### src/core/flash_cmd_cfg.svh
// Purpose: constants for the flash command host, byte-wide bus mode
// Assumes: 200 MHz core clock, flash in byte mode (24-bit byte address)
// Notes: times in ns, cycle counts derived by rounding up
// Function
// - host suspends erase with one bank write
// - host leaves query modes before resume
// - host never enters extra block, so issues no exit before resume
// - on error host issues read/reset
// - byte program AAA/AA,555/55,AAA/A0,target/value
// - chip erase six writes ending AAA/10
// - block erase sixth write BAd/30, repeatable
`ifndef FLASH_CMD_CFG_SVH
`define FLASH_CMD_CFG_SVH

`define CLK_PERIOD_PS 5000
`define CYC_UP(ns) ((((ns) * 1000) + `CLK_PERIOD_PS - 1) / `CLK_PERIOD_PS)

`define T_ADDR_SETUP_NS 10
`define T_WE_LOW_NS 35
`define T_WE_HIGH_NS 30
`define T_READ_ACC_NS 70
`define T_READ_REC_NS 30

`define ADDR_W 24
`define DATA_W 8
`define BANK_LSB 12

`define UNLOCK1_ADDR 12'hAAA
`define UNLOCK2_ADDR 12'h555
`define CODE_UNLOCK1 8'hAA
`define CODE_UNLOCK2 8'h55
`define CODE_PROGRAM 8'hA0
`define CODE_ERASE_SETUP 8'h80
`define CODE_CHIP_ERASE 8'h10
`define CODE_BLOCK_ERASE 8'h30
`define CODE_SUSPEND 8'hB0
`define CODE_RESUME 8'h30
`define CODE_AUTO_SELECT 8'h90
`define CODE_CFI_QUERY 8'h98
`define CODE_READ_RESET 8'hF0

`define DATA_POLL_BIT 7
`define TOGGLE_BIT 6
`define POLL_LIMIT_DEFAULT 100000

`endif

### src/core/flash_cmd_pkg.sv
// Purpose: types shared by the flash command host
// Assumes: nothing beyond the cfg header
// Notes: command codes are the user-port encoding, not flash codes
package flash_cmd_pkg;
  typedef enum logic [3:0] {
    CMD_READ_RESET = 4'h0,
    CMD_AUTO_SELECT = 4'h1,
    CMD_PROGRAM = 4'h2,
    CMD_CHIP_ERASE = 4'h3,
    CMD_BLOCK_ERASE = 4'h4,
    CMD_BLOCK_ADD = 4'h5,
    CMD_SUSPEND = 4'h6,
    CMD_RESUME = 4'h7,
    CMD_CFI_QUERY = 4'h8,
    CMD_READ = 4'h9,
    CMD_POLL = 4'hA
  } host_cmd_e;

  typedef enum logic [3:0] {
    ST_IDLE = 4'h0,
    ST_LOOK = 4'h1,
    ST_SETUP = 4'h2,
    ST_WE_LOW = 4'h3,
    ST_WE_HIGH = 4'h4,
    ST_RD_LOW = 4'h5,
    ST_RD_HIGH = 4'h6
  } host_state_e;

  typedef logic [2:0] step_t;
endpackage

### src/core/seq_step_if.sv
// Purpose: carries a sequence-step lookup between host and table
// Assumes: table answers one cycle after the request
// Notes: none
`timescale 1ns/1ps
interface seq_step_if;
  flash_cmd_pkg::host_cmd_e cmd;
  flash_cmd_pkg::step_t step;
  logic [23:0] addr;
  logic [7:0] data;
  logic [23:0] wr_addr;
  logic [7:0] wr_data;
  logic last;
  modport req (output cmd, output step, output addr, output data,
               input wr_addr, input wr_data, input last);
  modport table_side (input cmd, input step, input addr, input data,
                      output wr_addr, output wr_data, output last);
endinterface

### src/core/cmd_seq_rom.sv
// Purpose: bus-write sequence table for every flash command
// Assumes: byte mode unlock addresses
// Notes: output registered, one cycle latency
`timescale 1ns/1ps
`include "flash_cmd_cfg.svh"
module cmd_seq_rom (
  input wire logic core_clk_in,
  input wire logic arst_n_in,
  seq_step_if.table_side sq
);
  import flash_cmd_pkg::*;

  logic [23:0] bank_aaa;
  logic [23:0] nxt_addr;
  logic [7:0] nxt_data;
  logic nxt_last;

  assign bank_aaa = {sq.addr[23:`BANK_LSB], `UNLOCK1_ADDR};

  // steps 0..1 are the common unlock prefix where a command has one
  always_comb begin
    nxt_addr = {12'h000, `UNLOCK1_ADDR};
    nxt_data = `CODE_READ_RESET;
    nxt_last = 1'b1;
    unique case (sq.cmd)
      CMD_AUTO_SELECT, CMD_PROGRAM, CMD_CHIP_ERASE, CMD_BLOCK_ERASE: begin
        nxt_last = 1'b0;
        unique case (sq.step)
          3'd0, 3'd3: nxt_data = `CODE_UNLOCK1;
          3'd1, 3'd4: begin
            nxt_addr = {12'h000, `UNLOCK2_ADDR};
            nxt_data = `CODE_UNLOCK2;
          end
          3'd2: begin
            if (sq.cmd == CMD_AUTO_SELECT) begin
              nxt_addr = bank_aaa;
              nxt_data = `CODE_AUTO_SELECT;
              nxt_last = 1'b1;
            end else if (sq.cmd == CMD_PROGRAM) begin
              nxt_data = `CODE_PROGRAM;
            end else begin
              nxt_data = `CODE_ERASE_SETUP;
            end
          end
          default: begin
            nxt_last = 1'b1;
            if (sq.cmd == CMD_PROGRAM) begin
              nxt_addr = sq.addr;
              nxt_data = sq.data;
            end else if (sq.cmd == CMD_CHIP_ERASE) begin
              nxt_data = `CODE_CHIP_ERASE;
            end else begin
              nxt_addr = sq.addr;
              nxt_data = `CODE_BLOCK_ERASE;
            end
          end
        endcase
        if (sq.cmd == CMD_PROGRAM && sq.step == 3'd3) begin
          nxt_addr = sq.addr;
          nxt_data = sq.data;
          nxt_last = 1'b1;
        end
        if (sq.cmd != CMD_PROGRAM && sq.step != 3'd5 && sq.step > 3'd2) begin
          nxt_last = 1'b0;
        end
      end
      CMD_BLOCK_ADD: begin
        nxt_addr = sq.addr;
        nxt_data = `CODE_BLOCK_ERASE;
      end
      CMD_SUSPEND: begin
        nxt_addr = sq.addr;
        nxt_data = `CODE_SUSPEND;
      end
      CMD_RESUME: begin
        nxt_addr = sq.addr;
        nxt_data = `CODE_RESUME;
      end
      CMD_CFI_QUERY: begin
        nxt_addr = bank_aaa;
        nxt_data = `CODE_CFI_QUERY;
      end
      default: begin
        nxt_data = `CODE_READ_RESET;
      end
    endcase
  end

  always_ff @(posedge core_clk_in or negedge arst_n_in) begin
    if (!arst_n_in) begin
      sq.wr_addr <= 24'h00_0000;
      sq.wr_data <= 8'h00;
      sq.last <= 1'b1;
    end else begin
      sq.wr_addr <= nxt_addr;
      sq.wr_data <= nxt_data;
      sq.last <= nxt_last;
    end
  end
endmodule

### src/core/flash_host_ctrl.sv
// Purpose: host-side command sequencer driving a parallel flash bus
// Assumes: byte mode, flash pins synchronous to core_clk_in
// Notes: one command at a time; dq split into in/out/enable
`timescale 1ns/1ps
`include "flash_cmd_cfg.svh"
module flash_host_ctrl #(
  parameter int unsigned POLL_LIMIT = `POLL_LIMIT_DEFAULT
) (
  input wire logic core_clk_in,
  input wire logic arst_n_in,
  input wire logic cmd_valid_in,
  input wire flash_cmd_pkg::host_cmd_e cmd_in,
  input wire logic [23:0] cmd_addr_in,
  input wire logic [7:0] cmd_data_in,
  output logic cmd_ready_out,
  output logic done_out,
  output logic error_out,
  output logic [7:0] rd_data_out,
  output logic query_mode_out,
  output logic [23:0] flash_addr_out,
  output logic [7:0] flash_dq_out,
  output logic flash_dq_oe_out,
  input wire logic [7:0] flash_dq_in,
  output logic flash_ce_n_out,
  output logic flash_we_n_out,
  output logic flash_oe_n_out,
  output logic flash_rst_n_out
);
  import flash_cmd_pkg::*;

  localparam logic [7:0] T_SETUP = 8'(`CYC_UP(`T_ADDR_SETUP_NS));
  localparam logic [7:0] T_WLOW = 8'(`CYC_UP(`T_WE_LOW_NS));
  localparam logic [7:0] T_WHIGH = 8'(`CYC_UP(`T_WE_HIGH_NS));
  localparam logic [7:0] T_RACC = 8'(`CYC_UP(`T_READ_ACC_NS));
  localparam logic [7:0] T_RREC = 8'(`CYC_UP(`T_READ_REC_NS));
  localparam logic [31:0] POLL_MAX = 32'(POLL_LIMIT);

  seq_step_if sq ();

  host_state_e state_ff;
  host_cmd_e cmd_ff;
  step_t step_ff;
  logic [7:0] tmr_ff;
  logic [23:0] addr_ff;
  logic [7:0] data_ff;
  logic polling_ff;
  logic poll_first_ff;
  logic [7:0] prev_rd_ff;
  logic [31:0] poll_cnt_ff;
  logic pending_resume_ff;
  logic timer_done;
  logic toggle_still;
  logic poll_timeout;
  logic finish;

  function automatic logic is_query_entry(input host_cmd_e c);
    return (c == CMD_AUTO_SELECT) || (c == CMD_CFI_QUERY);
  endfunction

  assign sq.cmd = cmd_ff;
  assign sq.step = step_ff;
  assign sq.addr = addr_ff;
  assign sq.data = data_ff;

  cmd_seq_rom u_rom (
    .core_clk_in(core_clk_in),
    .arst_n_in(arst_n_in),
    .sq(sq)
  );

  assign timer_done = (tmr_ff == 8'h00);
  // compare the last two registered reads; the pin itself is released by now
  assign toggle_still = (prev_rd_ff[`TOGGLE_BIT] == rd_data_out[`TOGGLE_BIT]);
  assign poll_timeout = (poll_cnt_ff >= POLL_MAX);
  assign finish = (state_ff == ST_RD_HIGH && timer_done &&
                   (!polling_ff || (!poll_first_ff && toggle_still) ||
                    poll_timeout)) ||
                  (state_ff == ST_WE_HIGH && timer_done && sq.last &&
                   cmd_ff != CMD_PROGRAM);

  // sequencing and pin drive
  always_ff @(posedge core_clk_in or negedge arst_n_in) begin
    if (!arst_n_in) begin
      state_ff <= ST_IDLE;
      cmd_ff <= CMD_READ_RESET;
      step_ff <= 3'd0;
      tmr_ff <= 8'h00;
      addr_ff <= 24'h00_0000;
      data_ff <= 8'h00;
      cmd_ready_out <= 1'b0;
      flash_addr_out <= 24'h00_0000;
      flash_dq_out <= 8'h00;
      flash_dq_oe_out <= 1'b0;
      flash_ce_n_out <= 1'b1;
      flash_we_n_out <= 1'b1;
      flash_oe_n_out <= 1'b1;
      flash_rst_n_out <= 1'b0;
      polling_ff <= 1'b0;
      poll_first_ff <= 1'b0;
      pending_resume_ff <= 1'b0;
    end else begin
      flash_rst_n_out <= 1'b1;
      if (tmr_ff != 8'h00) begin
        tmr_ff <= tmr_ff - 8'h01;
      end
      unique case (state_ff)
        ST_IDLE: begin
          cmd_ready_out <= !pending_resume_ff;
          if (pending_resume_ff) begin
            // no extra-block entry is ever issued, so no exit is owed first
            cmd_ff <= CMD_RESUME;
            pending_resume_ff <= 1'b0;
            step_ff <= 3'd0;
            state_ff <= ST_LOOK;
          end else if (cmd_valid_in && cmd_ready_out) begin
            cmd_ready_out <= 1'b0;
            addr_ff <= cmd_addr_in;
            data_ff <= cmd_data_in;
            step_ff <= 3'd0;
            polling_ff <= (cmd_in == CMD_POLL);
            poll_first_ff <= 1'b1;
            if (cmd_in == CMD_READ || cmd_in == CMD_POLL) begin
              cmd_ff <= cmd_in;
              flash_addr_out <= cmd_addr_in;
              flash_ce_n_out <= 1'b0;
              flash_oe_n_out <= 1'b0;
              tmr_ff <= T_RACC;
              state_ff <= ST_RD_LOW;
            end else if (cmd_in == CMD_RESUME && query_mode_out) begin
              // resume is only taken in array read mode
              cmd_ff <= CMD_READ_RESET;
              pending_resume_ff <= 1'b1;
              state_ff <= ST_LOOK;
            end else begin
              cmd_ff <= cmd_in;
              state_ff <= ST_LOOK;
            end
          end
        end
        ST_LOOK: begin
          state_ff <= ST_SETUP;
        end
        ST_SETUP: begin
          flash_addr_out <= sq.wr_addr;
          flash_dq_out <= sq.wr_data;
          flash_dq_oe_out <= 1'b1;
          flash_ce_n_out <= 1'b0;
          tmr_ff <= T_SETUP;
          state_ff <= ST_WE_LOW;
        end
        ST_WE_LOW: begin
          if (timer_done && flash_we_n_out) begin
            flash_we_n_out <= 1'b0;
            tmr_ff <= T_WLOW;
          end else if (timer_done) begin
            flash_we_n_out <= 1'b1; // data latched on rising edge
            tmr_ff <= T_WHIGH;
            state_ff <= ST_WE_HIGH;
          end
        end
        ST_WE_HIGH: begin
          flash_ce_n_out <= 1'b1;
          if (timer_done) begin
            flash_dq_oe_out <= 1'b0;
            if (!sq.last) begin
              step_ff <= step_ff + 3'd1;
              state_ff <= ST_LOOK;
            end else if (cmd_ff == CMD_PROGRAM) begin
              // poll the target address until the toggle bit settles
              polling_ff <= 1'b1;
              poll_first_ff <= 1'b1;
              flash_addr_out <= addr_ff;
              flash_ce_n_out <= 1'b0;
              flash_oe_n_out <= 1'b0;
              tmr_ff <= T_RACC;
              state_ff <= ST_RD_LOW;
            end else begin
              state_ff <= ST_IDLE;
            end
          end
        end
        ST_RD_LOW: begin
          if (timer_done) begin
            flash_ce_n_out <= 1'b1;
            flash_oe_n_out <= 1'b1;
            tmr_ff <= T_RREC;
            state_ff <= ST_RD_HIGH;
          end
        end
        ST_RD_HIGH: begin
          if (timer_done) begin
            if (polling_ff && poll_timeout) begin
              // stuck or failed operation: clear it with read/reset
              polling_ff <= 1'b0;
              cmd_ff <= CMD_READ_RESET;
              step_ff <= 3'd0;
              state_ff <= ST_LOOK;
            end else if (finish) begin
              state_ff <= ST_IDLE;
            end else begin
              poll_first_ff <= 1'b0;
              flash_ce_n_out <= 1'b0;
              flash_oe_n_out <= 1'b0;
              tmr_ff <= T_RACC;
              state_ff <= ST_RD_LOW;
            end
          end
        end
        default: begin
          state_ff <= ST_IDLE;
        end
      endcase
    end
  end

  // read results, poll bookkeeping, mode tracking
  always_ff @(posedge core_clk_in or negedge arst_n_in) begin
    if (!arst_n_in) begin
      rd_data_out <= 8'h00;
      prev_rd_ff <= 8'h00;
      poll_cnt_ff <= 32'h0000_0000;
      done_out <= 1'b0;
      error_out <= 1'b0;
      query_mode_out <= 1'b0;
    end else begin
      done_out <= 1'b0;
      if (state_ff == ST_RD_LOW && timer_done) begin
        rd_data_out <= flash_dq_in;
        prev_rd_ff <= rd_data_out;
      end
      if (state_ff == ST_IDLE) begin
        poll_cnt_ff <= 32'h0000_0000;
      end else if (state_ff == ST_RD_HIGH && timer_done && polling_ff) begin
        poll_cnt_ff <= poll_cnt_ff + 32'h0000_0001;
      end
      if (state_ff == ST_RD_HIGH && timer_done && polling_ff && poll_timeout) begin
        error_out <= 1'b1;
      end else if (state_ff == ST_IDLE && cmd_valid_in && cmd_ready_out) begin
        error_out <= 1'b0;
      end
      if (state_ff == ST_WE_HIGH && timer_done && sq.last) begin
        if (is_query_entry(cmd_ff)) begin
          query_mode_out <= 1'b1;
        end else if (cmd_ff == CMD_READ_RESET) begin
          query_mode_out <= 1'b0;
        end
      end
      if (finish && !pending_resume_ff &&
          !(polling_ff && poll_timeout)) begin
        done_out <= 1'b1;
      end else if (state_ff == ST_WE_HIGH && timer_done && sq.last &&
                   cmd_ff == CMD_READ_RESET && error_out) begin
        done_out <= 1'b1;
      end
    end
  end
endmodule

### config.mk
export PLATFORM = sky130hd
export DESIGN_NAME = flash_host_ctrl
export DESIGN_NICKNAME = d
export VERILOG_FILES = /design/src/core/flash_cmd_pkg.sv /design/src/core/seq_step_if.sv /design/src/core/cmd_seq_rom.sv /design/src/core/flash_host_ctrl.sv
export VERILOG_INCLUDE_DIRS = /design/src /design/src/core
export SDC_FILE = /design/constraint.sdc
export NUM_CORES = 1
export LEC_CHECK = 0
export BUFFER_PORTS_ARGS = -buffer_cell sky130_fd_sc_hd__buf_2
export CELL_PAD_IN_SITES_DETAIL_PLACEMENT = 1
export CELL_PAD_IN_SITES_GLOBAL_PLACEMENT = 1
export CORE_UTILIZATION = 50
export CTS_CLUSTER_SIZE = 28
export DETAILED_ROUTE_END_ITERATION = 8
export PLACE_DENSITY_LB_ADDON = 0.1
export SLEW_MARGIN = 20
export SYNTH_ARGS = -nofsm -noshare
export SYNTH_HDL_FRONTEND = slang
export SYNTH_HIERARCHICAL = 1
export SYNTH_SLANG_ARGS = --single-unit
### constraint.sdc
create_clock -name core_clk_in -period 5.36 [get_ports core_clk_in]
set_input_delay 0.536 -clock core_clk_in [delete_from_list [all_inputs] [get_ports core_clk_in]]
set_output_delay 0.536 -clock core_clk_in [all_outputs]
set_load 0.01 [all_outputs]
==> impl_metrics.py <==
metrics = {
    "power": {
        "finalPower_uw": 5190,
        "power_frac_comb_pct": 38.4,
        "p_sw_share_pct": 41.1,
        "leakage_uw": 0.00428,
        "powerDensity_nw_per_um2": 527,
        "cell_internal_pwr_uw": 3060,
        "peakVddDrop_mv": 0.312,
        "p_sw_uw": 2130,
        "clockPowerShare_pct": 23.0,
        "seqPwrFrac_pct": 38.6,
    },
    "route": {
        "first_iter_violations": 394,
        "met3_length_um": 1010,
        "drt-met1-wl_um": 10500,
        "drcViolationCount": 0,
        "wl_per_cell_um": 21.5,
        "wl_met2_um": 12800,
        "drt-total-wl_um": 25100,
        "routed.top_layer": "met4",
        "drtAntennaViolNets": 0,
        "drt_first_pass_iters": 5,
        "vias": 7324,
        "viasPerCell": 6.28,
    },
    "floorplan": {
        "start_util_pct": 52.0,
        "die_h_um": 134,
        "die_w_um": 134,
        "core_um2": 16800,
        "row_count": 47,
        "pin_count": 96,
        "die-area_um2": 18000,
    },
    "critical_path": {
        "cp-end-kind": "flip-flop",
        "cpMostUsedCell": "nand2_1",
        "path_max_fanout": 29,
        "path_class": "reg -> reg",
        "crit_buf_inv": 2,
        "critPathTopFamily": "buffers and inverters",
        "critPathLaunch": "state_ff[0]",
        "reg2reg_from": "state_ff[0]",
        "cp.required_ps": 5720,
        "cp-start-kind": "flip-flop",
        "worstPathArrival_ps": 3900,
        "max_stage_delay_ps": 970,
        "slowest_stage": "dfrtp_1",
        "crit_path_cell_trace": "inv_1 > nand2_1 > buf_4 > o22ai_1 > o21ai_0 > nand3_1 > nand2_1",
    },
    "synth": {
        "synth_top_cell_by_area": "dfrtp_1",
        "synthArstFlopShare_pct": 100,
        "synth_edf_count": 0,
        "ys_top_cells_by_count": "164 x dfrtp_1, 96 x nand2_1, 60 x nor2_1, 53 x o21ai_0",
        "post_synth_num_cell_types": 90,
        "ys.warnings.count": 6,
        "synth-seq-cells": 168,
        "yosysMostFrequentCell": "dfrtp_1",
        "synth_top_area_share_pct": 46.9,
        "yosys-top-cells-area": "dfrtp_1 47%, mux2_2 5.3%, nand2_1 4.1%",
        "synthesis.nets": 924,
        "postSynthAreaPerCell_um2": 10.0,
        "netlist_instances": 872,
        "synth_area_um2": 8750,
        "yosysSeqAreaShare_pct": 48.1,
        "ys.flop_type": "dfrtp_1",
    },
    "clock_network": {
        "ctsLongestPathBuffers": 2,
        "cts_buffers": 17,
        "path_clk_slew_ps": 70,
        "cts_sinks": 168,
        "clockRootBuffer": "clkbuf_16",
        "cts_hold_buf": 0,
        "post_cts_resized": 0,
        "tritoncts": "built",
        "clock_latency_ps": 440,
        "post_cts_buffers": 0,
        "cts_max_level": 4,
    },
    "timing": {
        "worst_hold_slack_ps": 18.0,
        "clock_skew_ps": 10.7,
        "final.period_utilization_pct": 66.1,
        "finalSetupTns_ps": 0,
        "maxSlewViolCount": 0,
        "finalHoldViolations": 0,
        "worst_pin_slew_ps": 1100,
        "finalSetupViolations": 0,
        "fin_crit_ps": 3540,
        "maxSlewHeadroom_pct": 26.6,
        "rsz0062_at_grt": "no",
        "max_freq_ghz": 0.282,
    },
    "outcome": {
        "status": "complete, no violations",
    },
    "finish": {
        "antenna-diode-count": 0,
        "fillers": 1903,
        "final_core_util_pct": 58.6,
        "drive_above_1_share_pct": 24.2,
        "nets": 986,
        "area_growth_pct": 12.6,
    },
    "placement": {
        "place_congestion": 0.892,
        "hpwl_um": 16600,
        "io_buffer_count": 95,
    },
    "global_routing": {
        "grt_pass1_wl_um": 40900,
        "grt_antenna_before_repair": 0,
        "gr-usage-all-layers_pct": 29.0,
        "grt_max_degree": 70,
        "grt_overflow": 0,
        "first_global_vias": 7828,
    },
    "worst_hold_path": {
        "holdCritPathClass": "in -> async",
    },
    "run": {
        "drv_cap": 0,
    },
}
layout make-up:
cell class | instances | area [µm²] | area share, %
clock buffers | 18 | 429 | 4.36
multi-input cells | 621 | 4170 | 42.3
well taps | 220 | 275 | 2.79
clock inverters | 14 | 144 | 1.46
inverters | 24 | 90.1 | 0.915
flip-flops and latches | 168 | 4210 | 42.7
repair buffers | 102 | 534 | 5.42
kinds of logic after synthesis:
| family | count (synthesis) | share of synthesized area (%) |
|---|---|---|
| adder cells (fa/ha/maj) | 6 | 0.830 |
| AND/OR/NAND/NOR | 315 | 19.5 |
| other | 1 | 0.0429 |
| multiplexers | 51 | 6.94 |
| flip-flops | 168 | 48.1 |
| buffers and inverters | 83 | 4.32 |
| AO/OA/AOI/OAI | 218 | 17.3 |
| XOR/XNOR | 30 | 3.00 |
path summary, 6_finish.rpt:
kind	to	slack [ps]	depth (start not counted)
worst max register to register	flash_addr_out[21]	1820	7
min in group core_clk_in	rd_data_out[0]	330	2
worst min-delay path	poll_cnt_ff[22]	20	1
worst min register to register	flash_addr_out[9]	470	2
worst max-delay path	flash_addr_out[21]	1820	7
max in group asynchronous	state_ff[1]	4010	2
cell usage in the layout, fill, tap and decap left out, types with 9 or more instances in the layout:
cell       instances
dfrtp_1          163
nand2_1           96
buf_2             94
nor2_1            60
o21ai_0           53
nand3_1           41
mux2_2            41
a21oi_1           38
o221ai_1          28
o22ai_1           26
inv_1             23
xnor2_1           22
a21o_1            17
clkbuf_16         17
and2_1            16
nor3_1            15
nor3_2            14
or3_1             10
nand4_1            9
mux2_4             9
registers in the layout, summed over array words and instances, names as in the netlist, 3 cells and up:
| signal | count |
|---|---|
| state_ff | 3 |
| flash_dq_out | 8 |
| u_rom/sq.wr_addr | 24 |
| data_ff | 8 |
| sq.step | 3 |
| cmd_ff | 4 |
| tmr_ff | 8 |
| addr_ff | 24 |
| flash_addr_out | 24 |
| rd_data_out | 8 |
| u_rom/sq.wr_data | 8 |
| poll_cnt_ff | 32 |
power groups by stage:
stage	sequential (µW)	clock (µW)	combinational, µW
2_1_floorplan	1910	0	1440
3_3_place_gp	1980	0	1890
3_5_place_dp	2010	0	1970
4_1_cts	2000	1220	1990
5_1_grt	2040	1270	2190
6_report	2000	1200	1990
stage by stage:
| step | instance area (µm²) | setup WS (ps) | std cells |
|---|---|---|---|
| detailed placement | 9280 | 1960 | 1135 |
| finish | 9850 | 1820 | 1167 |
| global placement | 9280 | 2120 | 1135 |
| floorplan | 8750 | 2930 | 872 |
| global route | 9850 | 1590 | 1167 |
| CTS | 9850 | 1880 | 1167 |
metal layers:
layer | global-route usage [%] | vias to the layer above
met4 | 11.5 | 0
met5 | 0 | -
met2 | 49.3 | 209
met3 | 5.78 | 57
li1 | - | 3294
met1 | 36.1 | 3764
Note: power is estimated with default switching activity, not from simulation.
